==> src/lksc_pkg.sv <==
package lksc_pkg;
    // Oscillator period in pclk cycles; 50 MHz / 800 = 62.5 kHz
    localparam int OSC_DIV = 800;
    localparam int FRAME_OSC = 24;
    localparam int SCAN_OSC = 20;
    localparam int ROW_OSC = 4;
    localparam int COM4_OSC = 6;
    localparam int COM3_OSC = 8;
    localparam int KEY_BITS = 30;
    localparam int SEG_N = 29;
    localparam int SR_W = 36;
    localparam int ROWS = 5;
    localparam int COLS = 6;
    localparam int COMS = 4;
    // Shift register positions: the top command bit lands at bit 0
    localparam int SR_OP_LO = 0;
    localparam int SR_DISP_BIT = 3;
    localparam int SR_ROW_LO = 4;
    localparam int SR_SEG_LO = 6;
    localparam int SR_LED = 35;
    localparam logic [2:0] OP_ROW = 3'h1;
    localparam logic [2:0] OP_KEY = 3'h2;
    localparam logic [2:0] OP_ROWKEY = 3'h3;
    localparam logic [2:0] OP_HALT = 3'h4;
    localparam logic [2:0] OP_DISP = 3'h5;
    localparam logic [2:0] OP_HALTKEY = 3'h6;
    localparam logic [2:0] OP_BEGIN = 3'h7;
    localparam logic [11:0] A_CTRL = 12'h000;
    localparam logic [11:0] A_STATUS = 12'h004;
    localparam logic [11:0] A_KEYS = 12'h008;
    localparam logic [11:0] A_LED = 12'h00C;
    localparam logic [11:0] A_ROW0 = 12'h010;
    localparam logic [11:0] A_ROW3 = 12'h01C;
    localparam logic [31:0] CTRL_RST = 32'h0;
    typedef enum logic [1:0] {LK_IDLE, LK_ARMED, LK_OUT} lksc_link_t;
endpackage

==> src/lksc_scan_if.sv <==
`timescale 1ns/100ps
interface lksc_scan_if;
    import lksc_pkg::*;
    logic osc_tick;
    logic begin_scan;
    logic halt_scan;
    logic scanning;
    logic scan_done;
    logic [COLS-1:0] cols;
    logic [ROWS-1:0] rows;
    logic [KEY_BITS-1:0] keys;
    modport ctl(output osc_tick, begin_scan, halt_scan, cols,
        input scanning, scan_done, rows, keys);
    modport scn(input osc_tick, begin_scan, halt_scan, cols,
        output scanning, scan_done, rows, keys);
endinterface

==> src/lksc_scan.sv <==
`timescale 1ns/100ps
module lksc_scan
    import lksc_pkg::*;
(
    input wire logic pclk,
    input wire logic presetn,
    lksc_scan_if.scn sif
);
    logic [4:0] cnt_r;
    logic on_r;
    logic [KEY_BITS-1:0] keys_r;
    logic [ROWS-1:0] rows_r;
    wire [2:0] row_idx = 3'(cnt_r / 5'(ROW_OSC));
    wire [4:0] key_base = 5'(row_idx) * 5'h6;
    wire row_end = (cnt_r % 5'(ROW_OSC)) == 5'(ROW_OSC - 1);
    wire cyc_end = cnt_r == 5'(SCAN_OSC - 1);
    wire [ROWS-1:0] rows_nxt = on_r ? ~(5'h1 << row_idx) : 5'h0;

    assign sif.scanning = on_r;
    assign sif.rows = rows_r;
    assign sif.keys = keys_r;
    // A halt in the same cycle wins, so the flag cannot rise after a stop
    assign sif.scan_done = on_r & sif.osc_tick & cyc_end & ~sif.halt_scan;

    always_ff @(posedge pclk or negedge presetn) begin
        if (!presetn) begin
            cnt_r <= 5'h0;
            on_r <= 1'b0;
            keys_r <= '0;
            rows_r <= '0;
        end else begin
            rows_r <= rows_nxt;
            if (sif.halt_scan) begin
                on_r <= 1'b0;
                cnt_r <= 5'h0;
            end else if (sif.begin_scan && !on_r) begin
                on_r <= 1'b1;
                cnt_r <= 5'h0;
            end else if (on_r && sif.osc_tick) begin
                // Sample late in each row slot so the column has settled
                if (row_end) begin
                    keys_r[key_base +: COLS] <= ~sif.cols;
                end
                cnt_r <= cyc_end ? 5'h0 : cnt_r + 5'h1;
            end
        end
    end
endmodule

==> src/lksc_top.sv <==
// The address map and the APB slave port are this design's own decisions.
`timescale 1ns/100ps
module lksc_sync #(parameter int W = 1) (
    input wire logic pclk,
    input wire logic presetn,
    input wire logic [W-1:0] d,
    output logic [W-1:0] q
);
    logic [W-1:0] s1_r;
    always_ff @(posedge pclk or negedge presetn) begin
        if (!presetn) begin
            s1_r <= '0;
            q <= '0;
        end else begin
            s1_r <= d;
            q <= s1_r;
        end
    end
endmodule

module lksc_top
    import lksc_pkg::*;
(
    input wire logic pclk,
    input wire logic presetn,
    input wire logic psel,
    input wire logic penable,
    input wire logic pwrite,
    input wire logic [11:0] paddr,
    input wire logic [31:0] pwdata,
    output logic [31:0] prdata,
    output logic pready,
    output logic pslverr,
    input wire logic serial_clock,
    input wire logic load_pulse,
    input wire logic serial_data_in,
    output logic serial_data_out,
    output logic serial_data_oe_n,
    input wire logic [COLS-1:0] key_column_sense,
    output logic [ROWS-1:0] key_row_drive,
    output logic scan_done_flag,
    output logic [SEG_N-1:0] segment_outputs,
    output logic [COMS-1:0] common_row_outputs,
    output logic led_output
);
    // ******************************************
    // Pin synchronisers
    // ******************************************
    logic [2:0] pins_s;
    logic [COLS-1:0] cols_n_s;
    logic sclk_d_r;
    logic load_d_r;
    logic [COLS-1:0] cols_d_r;

    lksc_sync #(.W(3)) u_pin_sync (
        .pclk(pclk),
        .presetn(presetn),
        .d({serial_clock, load_pulse, serial_data_in}),
        .q(pins_s)
    );
    lksc_sync #(.W(COLS)) u_col_sync (
        .pclk(pclk),
        .presetn(presetn),
        .d(~key_column_sense),
        .q(cols_n_s)
    );

    wire sclk_s = pins_s[2];
    wire load_s = pins_s[1];
    wire din_s = pins_s[0];
    // Columns pass inverted so the flops reset to the pulled-up idle level
    wire [COLS-1:0] cols_s = ~cols_n_s;
    wire sclk_rise = sclk_s & ~sclk_d_r;
    wire load_rise = load_s & ~load_d_r;

    // ******************************************
    // Oscillator and frame timing
    // ******************************************
    logic [9:0] osc_cnt_r;
    logic [4:0] frm_cnt_r;
    wire osc_tick = osc_cnt_r == 10'(OSC_DIV - 1);

    // ******************************************
    // Scanner
    // ******************************************
    lksc_scan_if sif ();
    lksc_scan u_scan (
        .pclk(pclk),
        .presetn(presetn),
        .sif(sif.scn)
    );

    // ******************************************
    // Serial link and command decode
    // ******************************************
    logic [SR_W-1:0] sr_r;
    lksc_link_t link_st_r;
    lksc_link_t link_st_nxt;
    logic [4:0] out_idx_r;
    logic data_out_r;
    logic oe_n_r;
    logic disp_on_r;
    logic led_bit_r;
    logic int_r;
    logic [SEG_N-1:0] latch_r [COMS];
    logic duty3_r;

    function automatic logic op_readout(input logic [2:0] op);
        op_readout = op == OP_KEY || op == OP_ROWKEY ||
            op == OP_HALTKEY || op == OP_BEGIN;
    endfunction

    function automatic logic op_halts(input logic [2:0] op);
        op_halts = op == OP_HALT || op == OP_HALTKEY;
    endfunction

    function automatic logic op_rowwrite(input logic [2:0] op);
        op_rowwrite = op == OP_ROW || op == OP_ROWKEY;
    endfunction

    // Top command bit is the last one shifted, so short frames still decode
    wire [2:0] op_w = {sr_r[SR_OP_LO], sr_r[SR_OP_LO+1], sr_r[SR_OP_LO+2]};
    wire [1:0] row_w = {sr_r[SR_ROW_LO], sr_r[SR_ROW_LO+1]};
    wire [SEG_N-1:0] seg_w = sr_r[SR_SEG_LO +: SEG_N];
    wire commit = load_rise && link_st_r == LK_IDLE;
    wire release_ld = load_rise && link_st_r != LK_IDLE;
    wire do_row = commit && op_rowwrite(op_w);
    wire do_arm = commit && op_readout(op_w);
    wire do_halt = commit && op_halts(op_w);
    wire do_begin = commit && op_w == OP_BEGIN;
    wire do_disp = commit && op_w == OP_DISP;
    wire col_change = cols_s != cols_d_r;
    wire int_clr = do_halt || (release_ld && link_st_r == LK_OUT);
    wire int_nxt = sif.scan_done | (int_r & ~int_clr);
    wire [4:0] idx_nxt = out_idx_r == 5'(KEY_BITS - 1) ? 5'h0 : out_idx_r + 5'h1;

    assign sif.osc_tick = osc_tick;
    assign sif.cols = cols_s;
    assign sif.halt_scan = do_halt;
    // All rows sit low when idle, so any press shows as a column change
    assign sif.begin_scan = do_begin || (!sif.scanning && col_change);

    always_comb begin
        link_st_nxt = link_st_r;
        case (link_st_r)
            LK_IDLE: begin
                if (do_arm) begin
                    link_st_nxt = LK_ARMED;
                end
            end
            LK_ARMED: begin
                if (release_ld) begin
                    link_st_nxt = LK_IDLE;
                end else if (sclk_rise) begin
                    link_st_nxt = LK_OUT;
                end
            end
            LK_OUT: begin
                if (release_ld) begin
                    link_st_nxt = LK_IDLE;
                end
            end
            default: link_st_nxt = LK_IDLE;
        endcase
    end

    always_ff @(posedge pclk or negedge presetn) begin
        if (!presetn) begin
            sclk_d_r <= 1'b0;
            load_d_r <= 1'b0;
            cols_d_r <= '1;
            link_st_r <= LK_IDLE;
            int_r <= 1'b0;
        end else begin
            sclk_d_r <= sclk_s;
            load_d_r <= load_s;
            cols_d_r <= cols_s;
            link_st_r <= link_st_nxt;
            int_r <= int_nxt;
        end
    end

    always_ff @(posedge pclk or negedge presetn) begin
        if (!presetn) begin
            sr_r <= '0;
        end else if (sclk_rise && link_st_r == LK_IDLE) begin
            sr_r <= {sr_r[SR_W-2:0], din_s};
        end
    end

    // Key bits leave on each clock rise and wrap after the thirtieth
    always_ff @(posedge pclk or negedge presetn) begin
        if (!presetn) begin
            out_idx_r <= 5'h0;
            data_out_r <= 1'b0;
            oe_n_r <= 1'b1;
        end else if (release_ld) begin
            out_idx_r <= 5'h0;
            oe_n_r <= 1'b1;
        end else if (sclk_rise && link_st_r != LK_IDLE) begin
            data_out_r <= sif.keys[out_idx_r];
            out_idx_r <= idx_nxt;
            oe_n_r <= 1'b0;
        end
    end

    always_ff @(posedge pclk or negedge presetn) begin
        if (!presetn) begin
            disp_on_r <= 1'b0;
            led_bit_r <= 1'b0;
            for (int i = 0; i < COMS; i++) begin
                latch_r[i] <= '0;
            end
        end else begin
            if (do_disp) begin
                disp_on_r <= sr_r[SR_DISP_BIT];
            end
            if (do_row) begin
                latch_r[row_w] <= seg_w;
                if (row_w == 2'h0) begin
                    led_bit_r <= sr_r[SR_LED];
                end
            end
        end
    end

    // ******************************************
    // Display drive
    // ******************************************
    wire [4:0] com_len = duty3_r ? 5'(COM3_OSC) : 5'(COM4_OSC);
    wire [1:0] com_idx = 2'(frm_cnt_r / com_len);
    wire frm_end = frm_cnt_r == 5'(FRAME_OSC - 1);

    always_ff @(posedge pclk or negedge presetn) begin
        if (!presetn) begin
            osc_cnt_r <= '0;
            frm_cnt_r <= '0;
            segment_outputs <= '0;
            common_row_outputs <= '0;
            led_output <= 1'b0;
        end else begin
            osc_cnt_r <= osc_tick ? 10'h0 : osc_cnt_r + 10'h1;
            if (osc_tick) begin
                frm_cnt_r <= frm_end ? 5'h0 : frm_cnt_r + 5'h1;
            end
            common_row_outputs <= 4'h1 << com_idx;
            // Blanking gates outputs only; latches keep their contents
            segment_outputs <= disp_on_r ? latch_r[com_idx] : '0;
            led_output <= disp_on_r & led_bit_r;
        end
    end

    assign key_row_drive = sif.rows;
    assign scan_done_flag = int_r;
    assign serial_data_out = data_out_r;
    assign serial_data_oe_n = oe_n_r;

    // ******************************************
    // APB slave
    // ******************************************
    wire setup = psel && !penable;
    wire wr_ctrl = psel && penable && pwrite && paddr == A_CTRL;
    wire row_hit = paddr >= A_ROW0 && paddr <= A_ROW3 && paddr[1:0] == 2'h0;
    wire mapped = paddr == A_CTRL || paddr == A_STATUS || paddr == A_KEYS ||
        paddr == A_LED || row_hit;
    wire [1:0] rd_row = 2'(paddr[3:2]);
    logic [31:0] rd_w;

    always_comb begin
        rd_w = 32'h0;
        case (paddr)
            A_CTRL: rd_w = {31'h0, duty3_r};
            A_STATUS: rd_w = {27'h0, link_st_r, int_r,
                sif.scanning, disp_on_r};
            A_KEYS: rd_w = {2'h0, sif.keys};
            A_LED: rd_w = {31'h0, led_bit_r};
            default: rd_w = row_hit ? {3'h0, latch_r[rd_row]} : 32'h0;
        endcase
    end

    always_ff @(posedge pclk or negedge presetn) begin
        if (!presetn) begin
            prdata <= '0;
            pslverr <= 1'b0;
            duty3_r <= CTRL_RST[0];
        end else begin
            if (setup) begin
                prdata <= pwrite ? 32'h0 : rd_w;
                pslverr <= !mapped;
            end
            if (wr_ctrl) begin
                duty3_r <= pwdata[0];
            end
        end
    end

    assign pready = 1'b1;

    // ******************************************
    // Checks
    // ******************************************
    logic [5:0] tick_cnt_r;
    logic seen_done_r;
    always_ff @(posedge pclk or negedge presetn) begin
        if (!presetn) begin
            tick_cnt_r <= '0;
            seen_done_r <= 1'b0;
        end else if (sif.scan_done || !sif.scanning) begin
            tick_cnt_r <= '0;
            seen_done_r <= sif.scan_done;
        end else if (osc_tick) begin
            tick_cnt_r <= tick_cnt_r + 6'h1;
        end
    end
endmodule

==> config.mk <==
export PLATFORM = sky130hd
export DESIGN_NAME = lksc_top
export DESIGN_NICKNAME = d
export VERILOG_FILES = /design/src/lksc_pkg.sv /design/src/lksc_scan_if.sv /design/src/lksc_scan.sv /design/src/lksc_top.sv
export SDC_FILE = /design/constraint.sdc
export NUM_CORES = 1
export LEC_CHECK = 0
export ABC_CLOCK_PERIOD_IN_PS = 6100
export BUFFER_PORTS_ARGS = -buffer_cell sky130_fd_sc_hd__buf_4
export CAP_MARGIN = 30
export CORE_UTILIZATION = 50
export CTS_CLUSTER_SIZE = 25
export DETAILED_ROUTE_END_ITERATION = 10
export PLACE_DENSITY_LB_ADDON = 0.08
export SLEW_MARGIN = 30
export SYNTH_ARGS = -nofsm -noshare
export SYNTH_HDL_FRONTEND = slang
export SYNTH_HIERARCHICAL = 1
export SYNTH_SLANG_ARGS = --single-unit
==> constraint.sdc <==
create_clock -name pclk -period 6.1 [get_ports pclk]
set_input_delay 0.305 -clock pclk [delete_from_list [all_inputs] [get_ports pclk]]
set_output_delay 0.305 -clock pclk [all_outputs]
set_load 0.02 [all_outputs]
# --- Word level (Yosys, flattened, before mapping) ---
# Index checks and enable logic that the tools add are counted.
word_totals:
  latchBits: 0
  reg_bits: 314
  mem_count: 0
  output_inout_bits: 76
  rom_bits: 0
  ram_bits: 0
classes:
  bitwise: 21
  add_sub_neg: 5
  eq_ne: 21
  n_lt_le_gt_ge: 7
  multipliers: 1
  muxes: 36
  n_div: 1
  n_shift: 4
  n_reduce_logical: 46
op_table:
  columns: ["operator", "count"]
  rows:
  - ["29-bit two-way mux", 7]
  - ["32-bit one-hot mux with 4 select lines", 1]
  - ["29-bit binary-select mux with 2-bit select", 2]
  - ["116-bit bitwise mux", 1]
  - ["29-bit demux with 2-bit select", 1]
  - ["5-bit two-way mux", 9]
  - ["32-bit two-way mux", 1]
  - ["30-bit bitwise mux", 1]
  - ["6-bit by 7-bit variable shift with 30-bit output (first input constant)", 1]
  - ["6-bit by 7-bit indexed part select with 30-bit output", 1]
  - ["12-bit by 4-bit equality test with 1-bit output (second input constant)", 2]
  - ["1-bit logical AND", 20]
  - ["6-bit NOT", 3]
  - ["5-bit by 1-bit adder with 5-bit output (second input constant)", 3]
  - ["5-bit equality test (second input constant)", 3]
  - ["12-bit by 3-bit equality test with 1-bit output (second input constant)", 1]
  - ["3-bit equality test (second input constant)", 4]
  - ["12-bit by 5-bit >= comparator with 1-bit output (second input constant)", 1]
  - ["12-bit by 5-bit <= comparator with 1-bit output (second input constant)", 1]
  - ["12-bit zero test", 1]
  - ["1-bit logical OR", 11]
  - ["10-bit by 1-bit adder with 10-bit output (second input constant)", 1]
  - ["10-bit equality test (second input constant)", 1]
  - ["10-bit two-way mux", 1]
  - ["other kinds (32)", 64]

# --- Longest topological paths before layout ---
# Gate-level depths: netlist of the first run.
depth:
  ltp_word: 8
  mapped_depth: 21
  ltp_nobuf: 17

# --- Modules after synthesis ---
# Netlist of the first run, hierarchy kept.
modules_own_cells:
  columns: ["mod", "n_inst", "area_per_inst_um2", "cells_per_inst", "seq_area_each_um2"]
  rows:
  - ["lksc_top", 1, 12046.6, 923, 6339.8]
  - ["lksc_scan", 1, 2529.9, 253, 1026.0]
  - ["lksc_sync at u_col_sync", 1, 300.3, 12, 300.3]
  - ["lksc_sync at u_pin_sync", 1, 150.1, 6, 150.1]

# --- Worst setup path before layout of the first run ---
# No wires, ideal clock.
synth_path:
  kind: "reg2reg"
  from: "reg duty3_r"
  to: "reg segment_outputs[18]"
  stages_incl_launch_ff: 21
  path_slack_ns: 2.308
  setup_ns: 0.095
  synth_period_minus_slack_ns: 3.792
  arrival_time_ns: 3.698
  cell_sequence: "dfrtp_1 buf_6 inv_1 ha_1 nand4b_1 a211o_1 o211a_1 ha_1 a41oi_1 nand2_1 nor2_1 a21oi_1 ha_1 o21ai_0 o221a_1 buf_2 nor2_2 buf_4 clkbuf_4 nand2_1 a221oi_2"
synth_between:
  elab_chain_cells: 7
synth_lines:
  columns: ["element", "line_no", "source"]
  rows:
  - ["start, declared", "lksc_top.sv:106", "logic duty3_r;"]
  - ["start signal, assigned", "lksc_top.sv:285", "duty3_r <= CTRL_RST[0];"]
  - ["start signal, assigned", "lksc_top.sv:292", "duty3_r <= pwdata[0];"]
  - ["4-bit two-way mux", "lksc_top.sv:230", "wire [4:0] com_len = duty3_r ? 5'(COM3_OSC) : 5'(COM4_OSC);"]
  - ["5-bit by 5-bit divider with 5-bit output", "lksc_top.sv:231", "wire [1:0] com_idx = 2'(frm_cnt_r / com_len);"]
  - ["2-bit NOT with 3-bit output (implied by the code)", "lksc_top.sv:248", "segment_outputs <= disp_on_r ? latch_r[com_idx] : '0;"]
  - ["29-bit binary-select mux with 2-bit select", "lksc_top.sv:248", null]
  - ["29-bit two-way mux (implied by the code) (2 in a row)", "lksc_top.sv:248", null]
  - ["29-bit two-way mux", "lksc_top.sv:248", null]
  - ["end signal, assigned", "lksc_top.sv:248", null]
  - ["end, declared", "lksc_top.sv:42", "output logic [SEG_N-1:0] segment_outputs,"]
# No other way between the ends. The select of a mux whose other input is x is not followed.
# A chain may end at the register's enable or synchronous reset.

# --- Worst setup path after layout of the first run ---
layout_path:
  from: "reg duty3_r"
  to: "reg segment_outputs[2]"
# The elaborated chain is that of the path after synthesis.

==> results.md, run 1 <==
- CTS tree: yes
- Gr usage total: 24.0%
- Slew margin rel.: 35.7%
- Gr ovfl total: 0
- Max-slew violation count: 0
- Ys flop type: dfrtp_1
- Ant diodes: 0
- Vias/cell: 5.83
- Vias: 9871
- Gates resized, CTS repair: 0
- Max Freq: 209 MHz
- Root Buffer Master: clkbuf_16
- CP Class: reg2reg
- Most common cell after layout, fill and taps aside: dfrtp_1
- CP max FO: 14
- Slowest CP cell: dfrtp_1
- Die H: 175 um
- Initial antenna violation count: 0
- Cell accounting for the most synthesized area: dfrtp_1
- Sequential fraction of the synthesis area: 52.0%
- Reg2reg path depth: 18
- Setup slack after layout: 1.32 ns
- Clock Tree Buf Depth: 3
- Final worst path period share: 78.4%
- Synth area leaders: dfrtp_1, mux2_2, mux4_2
- Final std cell area, no fill: 17400 um^2
- Yosys warns: 6
- Post-place setup slack: 1.32 ns
- Commonest non-fill, non-tap cells in the layout: dfrtp_1, mux2_2, buf_4, nand2_1, o21ai_0
- Setup_tns: 0 ns
- Launch point of the worst reg-to-reg path: duty3_r$_DFFE_PN0P_
- Pwr dens: 293 nW/um^2
- H-tree depth: 2
- Post-synth EDFFs: 0
- Status: completed
- Gpl congestion: 0.880
- Yosys reg bits: 312
- Synth Cell Area: 15000 um^2
- Layout cell share with drive strength beyond 1: 34.0%
- Clock Sinks: 312
- Global-route wire length before repair: 56800 um
- Antenna-violating nets left: 0
- Setup crit end: segment_outputs[2]$_DFF_PN0_
- DR iter-0 viols: 722
- WL final: 36200 um
- Syn_area_per_cell: 12.6 um^2
- Post-synth top area share: 50.8%
- Overall Power: 5.08 mW
- Layout area overhead: 15.6%
- Post-DP HPWL: 22900 um
- Worst min path class: in2reg
- Leakage power: 7.85 nW
- Core footprint: 29600 um^2
- I/O Buffers: 99
- Final Hold Viols: 0
- Row count: 63
- Crit start category: flop
- Syn Inst Count: 1194
- # DRC: 0
- Die Width: 175 um
- Max cap viols: 0
- Maximum VDD drop: 0.000184 V
- Critical Path AT: 5.13 ns
- DRT Pass-1 Iters: 4
- R2r endpoint: segment_outputs[2]$_DFF_PN0_
- Final critical-path required period: 4.78 ns
- Req. time, crit path: 6.45 ns
- Worst-Skew Late Latency: 0.51 ns
- Worst Tran Pin Value: 0.964 ns
- Wirelength per Cell: 21.4 um
- Critical path endpoint category: flop
- I/O pin cnt: 134
- Starting Density: 50.7%
- Worst Skew: 0.0130 ns
- Fin nets: 1362
- Largest stage delay, worst path: 0.65 ns
- Critical path launch point: duty3_r$_DFFE_PN0P_
- Finish-stage setup viols: 0
- Register-to-register setup slack: 1.32 ns
- Count of cell types in the netlist: 71
- Clock transition at the registers of the reported paths: 0.06 ns
- Largest net degree at the start of global routing: 138
- Vias in the first global route: 9818
- CP Cell Sequence: ha_1 -> nor2_1 -> o21ai_0 -> nand2_1 -> mux2i_1 -> ha_1 -> o21a_1 -> o21ai_0 -> nand2_1 -> nor2_1 -> a21oi_1 -> ha_1 -> o21ai_0 -> o2111a_1 -> o21bai_4 -> buf_4 -> mux2i_1 -> a221oi_2
- Die ar.: 30800 um^2
- Asr flop ratio synth: 100%
- RSZ-0062 raised after global routing: false
- TritonCTS Buffers: 35
- Placement Cell Area: 16100 um^2
-- layer usage --
metal	wire, um	vias to the layer above	GRT usage (%)
met5	0	-	0
met4	783	0	6.67
met3	1670	52	3.46
met2	17200	241	38.2
met1	16600	5038	34.6
li1	-	4540	-
-- synth_stat cells, drive strengths merged, types with 4 or more instances --
cell / instances
o211ai: 4
inv: 26
xnor2: 11
buf: 44
mux2i: 36
clkbuf: 34
a21oi: 48
nor4: 4
nor2: 38
a21o: 4
nand4: 9
o21ai: 68
nor2b: 12
mux4: 38
a221oi: 29
mux2: 185
a22oi: 30
and3: 8
nand2: 110
dfstp: 7
o31ai: 8
ha: 23
dfrtp: 305
nand3: 27
and2: 4
a31oi: 4
nand2b: 5
nor3: 15
nand3b: 5
xor2: 15
-- power breakdown --
group / switching [mW] / internal, mW
sequential: 0.170 / 2.21
clock: 0.838 / 1.36
combinational: 0.276 / 0.230
total: 1.28 / 3.80
-- layout make-up --
class | instances | area, um^2
clock buffer | 45 | 993
clock inverter | 14 | 206
fill | 2462 | 12300
inverter | 26 | 97.6
multi-input combinational | 779 | 6750
sequential | 312 | 7820
tap | 390 | 488
timing repair buffer | 127 | 1010
-- stage by stage --
step | cells | utilization, % | hold slack, ns
floorplan | 1195 | - | 0.00941
global placement | 1624 | 54.2 | 0.334
detailed placement | 1624 | 54.2 | 0.337
CTS | 1693 | 58.6 | 0.0295
global route | 1693 | 58.6 | 0.0384
finish | 1693 | 58.6 | 0.0451
-- worst max-delay path, delay by kind of cell, from the launching register on --
family	cells	cell delay (ns)
AO/OA/AOI/OAI	8	1.71
adder cells (fa/ha/maj)	3	0.94
buffers and inverters	1	0.30
flip-flops	1	0.65
multiplexers	2	0.50
AND/OR/NAND/NOR	4	0.52
-- repair_timing --
item	4_1_cts	5_1_grt
endpoints found under the hold margin	116	0
setup buffers	0	0
hold buffers	10	0
-- cells by family after synthesis --
logic type / Yosys count / synth area share [%]
AO/OA/AOI/OAI: 221 / 10.9
XOR/XNOR: 26 / 1.89
adder cells (fa/ha/maj): 23 / 1.92
buffers and inverters: 104 / 3.32
flip-flops: 312 / 52.0
multiplexers: 259 / 22.0
other: 2 / 0.0500
AND/OR/NAND/NOR: 247 / 7.94
-- how the worst min path moves through the flow --
stage	from	cells after the start	to
floorplan	presetn	0	common_row_outputs[0]$_DFF_PN0_
global placement	u_col_sync/s1_r[2]$_DFF_PN0_	0	u_col_sync/q[2]$_DFF_PN0_
detailed placement	u_col_sync/s1_r[2]$_DFF_PN0_	0	u_col_sync/q[2]$_DFF_PN0_
CTS	pwdata[0]	2	duty3_r$_DFFE_PN0P_
global route	pwdata[0]	2	duty3_r$_DFFE_PN0P_
finish	pwdata[0]	2	duty3_r$_DFFE_PN0P_
-- registers in the layout, indices dropped and copies added (netlist names), 2 cells and up --
name and count:
u_scan/sif.keys 30, u_scan/sif.rows 5, prdata 30, common_row_outputs 4, u_scan/cnt_r 5, u_col_sync/s1_r 6, link_st_r 2, u_pin_sync/s1_r 3
latch_r 116, frm_cnt_r 5, osc_cnt_r 10, out_idx_r 5, u_pin_sync/q 3, cols_d_r 6, segment_outputs 29, u_col_sync/q 6
sr_r 36
(Power assumes the default switching activity.)
==> run 2: changes to the inputs <==
--- a/config.mk
+++ b/config.mk
@@ -5,7 +5,7 @@
 export SDC_FILE = /design/constraint.sdc
 export NUM_CORES = 1
 export LEC_CHECK = 0
-export ABC_CLOCK_PERIOD_IN_PS = 6100
+export ABC_CLOCK_PERIOD_IN_PS = 4080
 export BUFFER_PORTS_ARGS = -buffer_cell sky130_fd_sc_hd__buf_4
 export CAP_MARGIN = 30
 export CORE_UTILIZATION = 50
==> constraint.sdc (replaced) <==
create_clock -name pclk -period 4.08 [get_ports pclk]
set_input_delay 0.204 -clock pclk [delete_from_list [all_inputs] [get_ports pclk]]
set_output_delay 0.204 -clock pclk [all_outputs]
set_load 0.02 [all_outputs]
==> run 2 against run 1 <==
  * The flow now finishes with violations (design-rule violations)
  * Sequential cell count did not move
  * Power rose by 48%
  * Hold slack better by 0.0017 ns
  * Global-route usage is 0.37 points higher
  * Setup slack got worse by 1.2 ns
  * Clock power up 44%
  * Critical endpoint unchanged
==> results.md, run 2 (synthesized netlist as in run 1, its figures left out) <==
- Status: complete, but fails checks
- Violated checks: design-rule violations
- Worst-Skew Late Latency: 0.52 ns (about the same)
- Layout cell share with drive strength beyond 1: 35.7% (+1.7 points)
- Layout area overhead: 17.7%
- Req. time, crit path: 4.42 ns (-2.03 ns)
- Critical path endpoint category: flop
- I/O pin cnt: 134 (unchanged)
- TritonCTS Buffers: 35 (unchanged)
- CP Cell Sequence: ha_1 -> o21bai_1 -> mux2_1 -> o211a_1 -> ha_4 -> a41oi_2 -> nand2_1 -> nor2_1 -> a21oi_1 -> ha_1 -> o21ai_0 -> o221a_2 -> o21bai_4 -> buf_12 -> buf_12 -> mux2i_2 -> a221oi_2
- Gr ovfl total: 0 (unchanged)
- Pwr dens: 424 nW/um^2 (+45%)
- Global-route wire length before repair: 57700 um (+1.5%)
- Maximum VDD drop: 0.000254 V (+38%)
- Crit start category: flop
- Max cap viols: 0 (unchanged)
- DRT Pass-1 Iters: 8 (+4)
- Starting Density: 50.7% (unchanged)
- CP Buf/Inv Count: 2 (+1)
- Critical path launch point: duty3_r$_DFFE_PN0P_
- Max Freq: 256 MHz (+22%)
- Antenna-violating nets left: 0 (unchanged)
- Max-slew violation count: 0 (unchanged)
- Worst Min Path Start: paddr[6]
- Setup_tns: 0 ns (unchanged)
- Ant diodes: 0 (unchanged)
- Worst min path class: in2reg
- Leakage power: 8.00 nW (+1.9%)
- Vias in the first global route: 10.1k (+3.1%)
- Wirelength per Cell: 21.3 um (-0.18%)
- Vias/cell: 5.84 (+0.16%)
- Gpl congestion: 0.892 (+1.4%)
- Fin nets: 1386 (+1.8%)
- Worst Skew: 0.0109 ns (-0.00209 ns)
- Row count: 63 (unchanged)
- # DRC: 2 (+2)
- Most common cell after layout, fill and taps aside: dfrtp_1
- Final worst path period share: 95.9% (+18 points)
- Finish-stage setup viols: 0 (unchanged)
- WL final: 36700 um (+1.5%)
- Root Buffer Master: clkbuf_16
- Reg with most FFs: latch_r
- Die Width: 175 um (unchanged)
- Die H: 175 um (unchanged)
- Largest stage delay, worst path: 0.46 ns (-0.19 ns)
- CTS tree: yes
- I/O Buffers: 99 (unchanged)
- H-tree depth: 2 (unchanged)
- Worst Tran Pin Value: 0.994 ns (+0.0296 ns)
- Slowest CP cell: dfrtp_2
- Reg2reg path depth: 17 (-1)
- Launch point of the worst reg-to-reg path: duty3_r$_DFFE_PN0P_
- Clock Tree Buf Depth: 3 (unchanged)
- Final hold slack: 0.0468 ns (+0.00168 ns)
- Gr usage total: 24.4% (+0.37 points)
- Clock transition at the registers of the reported paths: 0.06 ns (about the same)
- Final critical-path required period: 3.91 ns (-0.868 ns)
- CP max FO: 13 (-1)
- Final Hold Viols: 0 (unchanged)
- Core footprint: 29600 um^2 (unchanged)
- Commonest non-fill, non-tap cells in the layout: dfrtp_1, mux2_2, buf_4, nand2_1, o21ai_0
- Die ar.: 30800 um^2 (unchanged)
- Clock Sinks: 312 (unchanged)
- Initial antenna violation count: 0 (unchanged)
- Hold Crit Depth: 3 (+1)
- Utilization after layout: 59.7% (+1.1 points)
- Vias: 10.1k (+1.9%)
- Register-to-register setup slack: 0.17 ns (-1.15 ns)
- Max reg flops: 116 (unchanged)
- Largest net degree at the start of global routing: 83 (-40%)
- Slew margin rel.: 33.7% (-2.0 points)
- DR iter-0 viols: 625 (-13%)
- Critical Path AT: 4.25 ns (-0.88 ns)
- Overall Power: 7.50 mW (+48%)
- R2r endpoint: segment_outputs[2]$_DFF_PN0_
- CP delay by family, top: compound AO/OA/AOI/OAI gates
- Post-DP HPWL: 24000 um (+5.0%)
- Min-Delay Endpoint: pslverr$_DFFE_PN0P_
- CP Class: reg2reg
- Largest registers: latch_r x116, sr_r x36
-- run 2: how the worst max path moves through the flow --
stage	cells after the start	slack [ns]	endpoint
after floorplan	20	0.29	segment_outputs[18]$_DFF_PN0_
after global placement	18	0.05	segment_outputs[0]$_DFF_PN0_
after detailed placement	18	0.002	segment_outputs[7]$_DFF_PN0_
after CTS	18	0.02	segment_outputs[0]$_DFF_PN0_
after global routing	18	-0.02	segment_outputs[2]$_DFF_PN0_
final	17	0.17	segment_outputs[2]$_DFF_PN0_
-- run 2: final cells by class --
type | instances | area, um^2
inverters | 26 | 97.6
clock inverters | 15 | 168
clock buffers | 49 | 1000
fillers | 2492 | 11900
repair buffers | 151 | 1310
well taps | 390 | 488
flip-flops and latches | 312 | 7820
multi-input cells | 779 | 6810
-- run 2: worst register-to-register path, stage by stage (launching register included) --
cell and delay (ns):
dfrtp_2 0.46, ha_1 0.23, o21bai_1 0.14, mux2_1 0.34, o211a_1 0.28, ha_4 0.25
a41oi_2 0.22, nand2_1 0.12, nor2_1 0.10, a21oi_1 0.05, ha_1 0.28, o21ai_0 0.11
o221a_2 0.33, o21bai_4 0.17, buf_12 0.14, buf_12 0.17, mux2i_2 0.27, a221oi_2 0.08
-- run 2: metal layers --
| metal | GRT usage [%] | up-vias | wire, um |
|---|---|---|---|
| met5 | 0 | - | 0 |
| met4 | 6.52 | 0 | 781 |
| met3 | 3.57 | 57 | 1470 |
| met2 | 39.5 | 226 | 17800 |
| met1 | 34.5 | 5183 | 16700 |
| li1 | - | 4590 | - |
-- run 2: power breakdown --
part	switching [mW]	internal [mW]	total (mW)
registers	0.245	3.30	3.55
logic	0.424	0.359	0.783
clock network	1.26	1.91	3.17
total	1.93	5.57	7.50
-- run 2: through the flow --
stage          instances  setup slack, ns  instance area, um^2
6_report            1722            0.168                17700
5_1_grt             1722          -0.0188                17700
4_1_cts             1718           0.0178                17600
3_5_place_dp        1642          0.00202                16300
3_3_place_gp        1641           0.0546                16200
2_1_floorplan       1195            0.288                15000
-- run 2: repair_timing --
action / in CTS / in global routing
hold endpoints to repair: 57 / 0
hold buffers: 12 / 0
gates cloned: 0 / 1
pin swaps: 0 / 3
gates resized for setup: 1 / 13
setup endpoints to repair: 3 / 29
setup buffers: 0 / 3
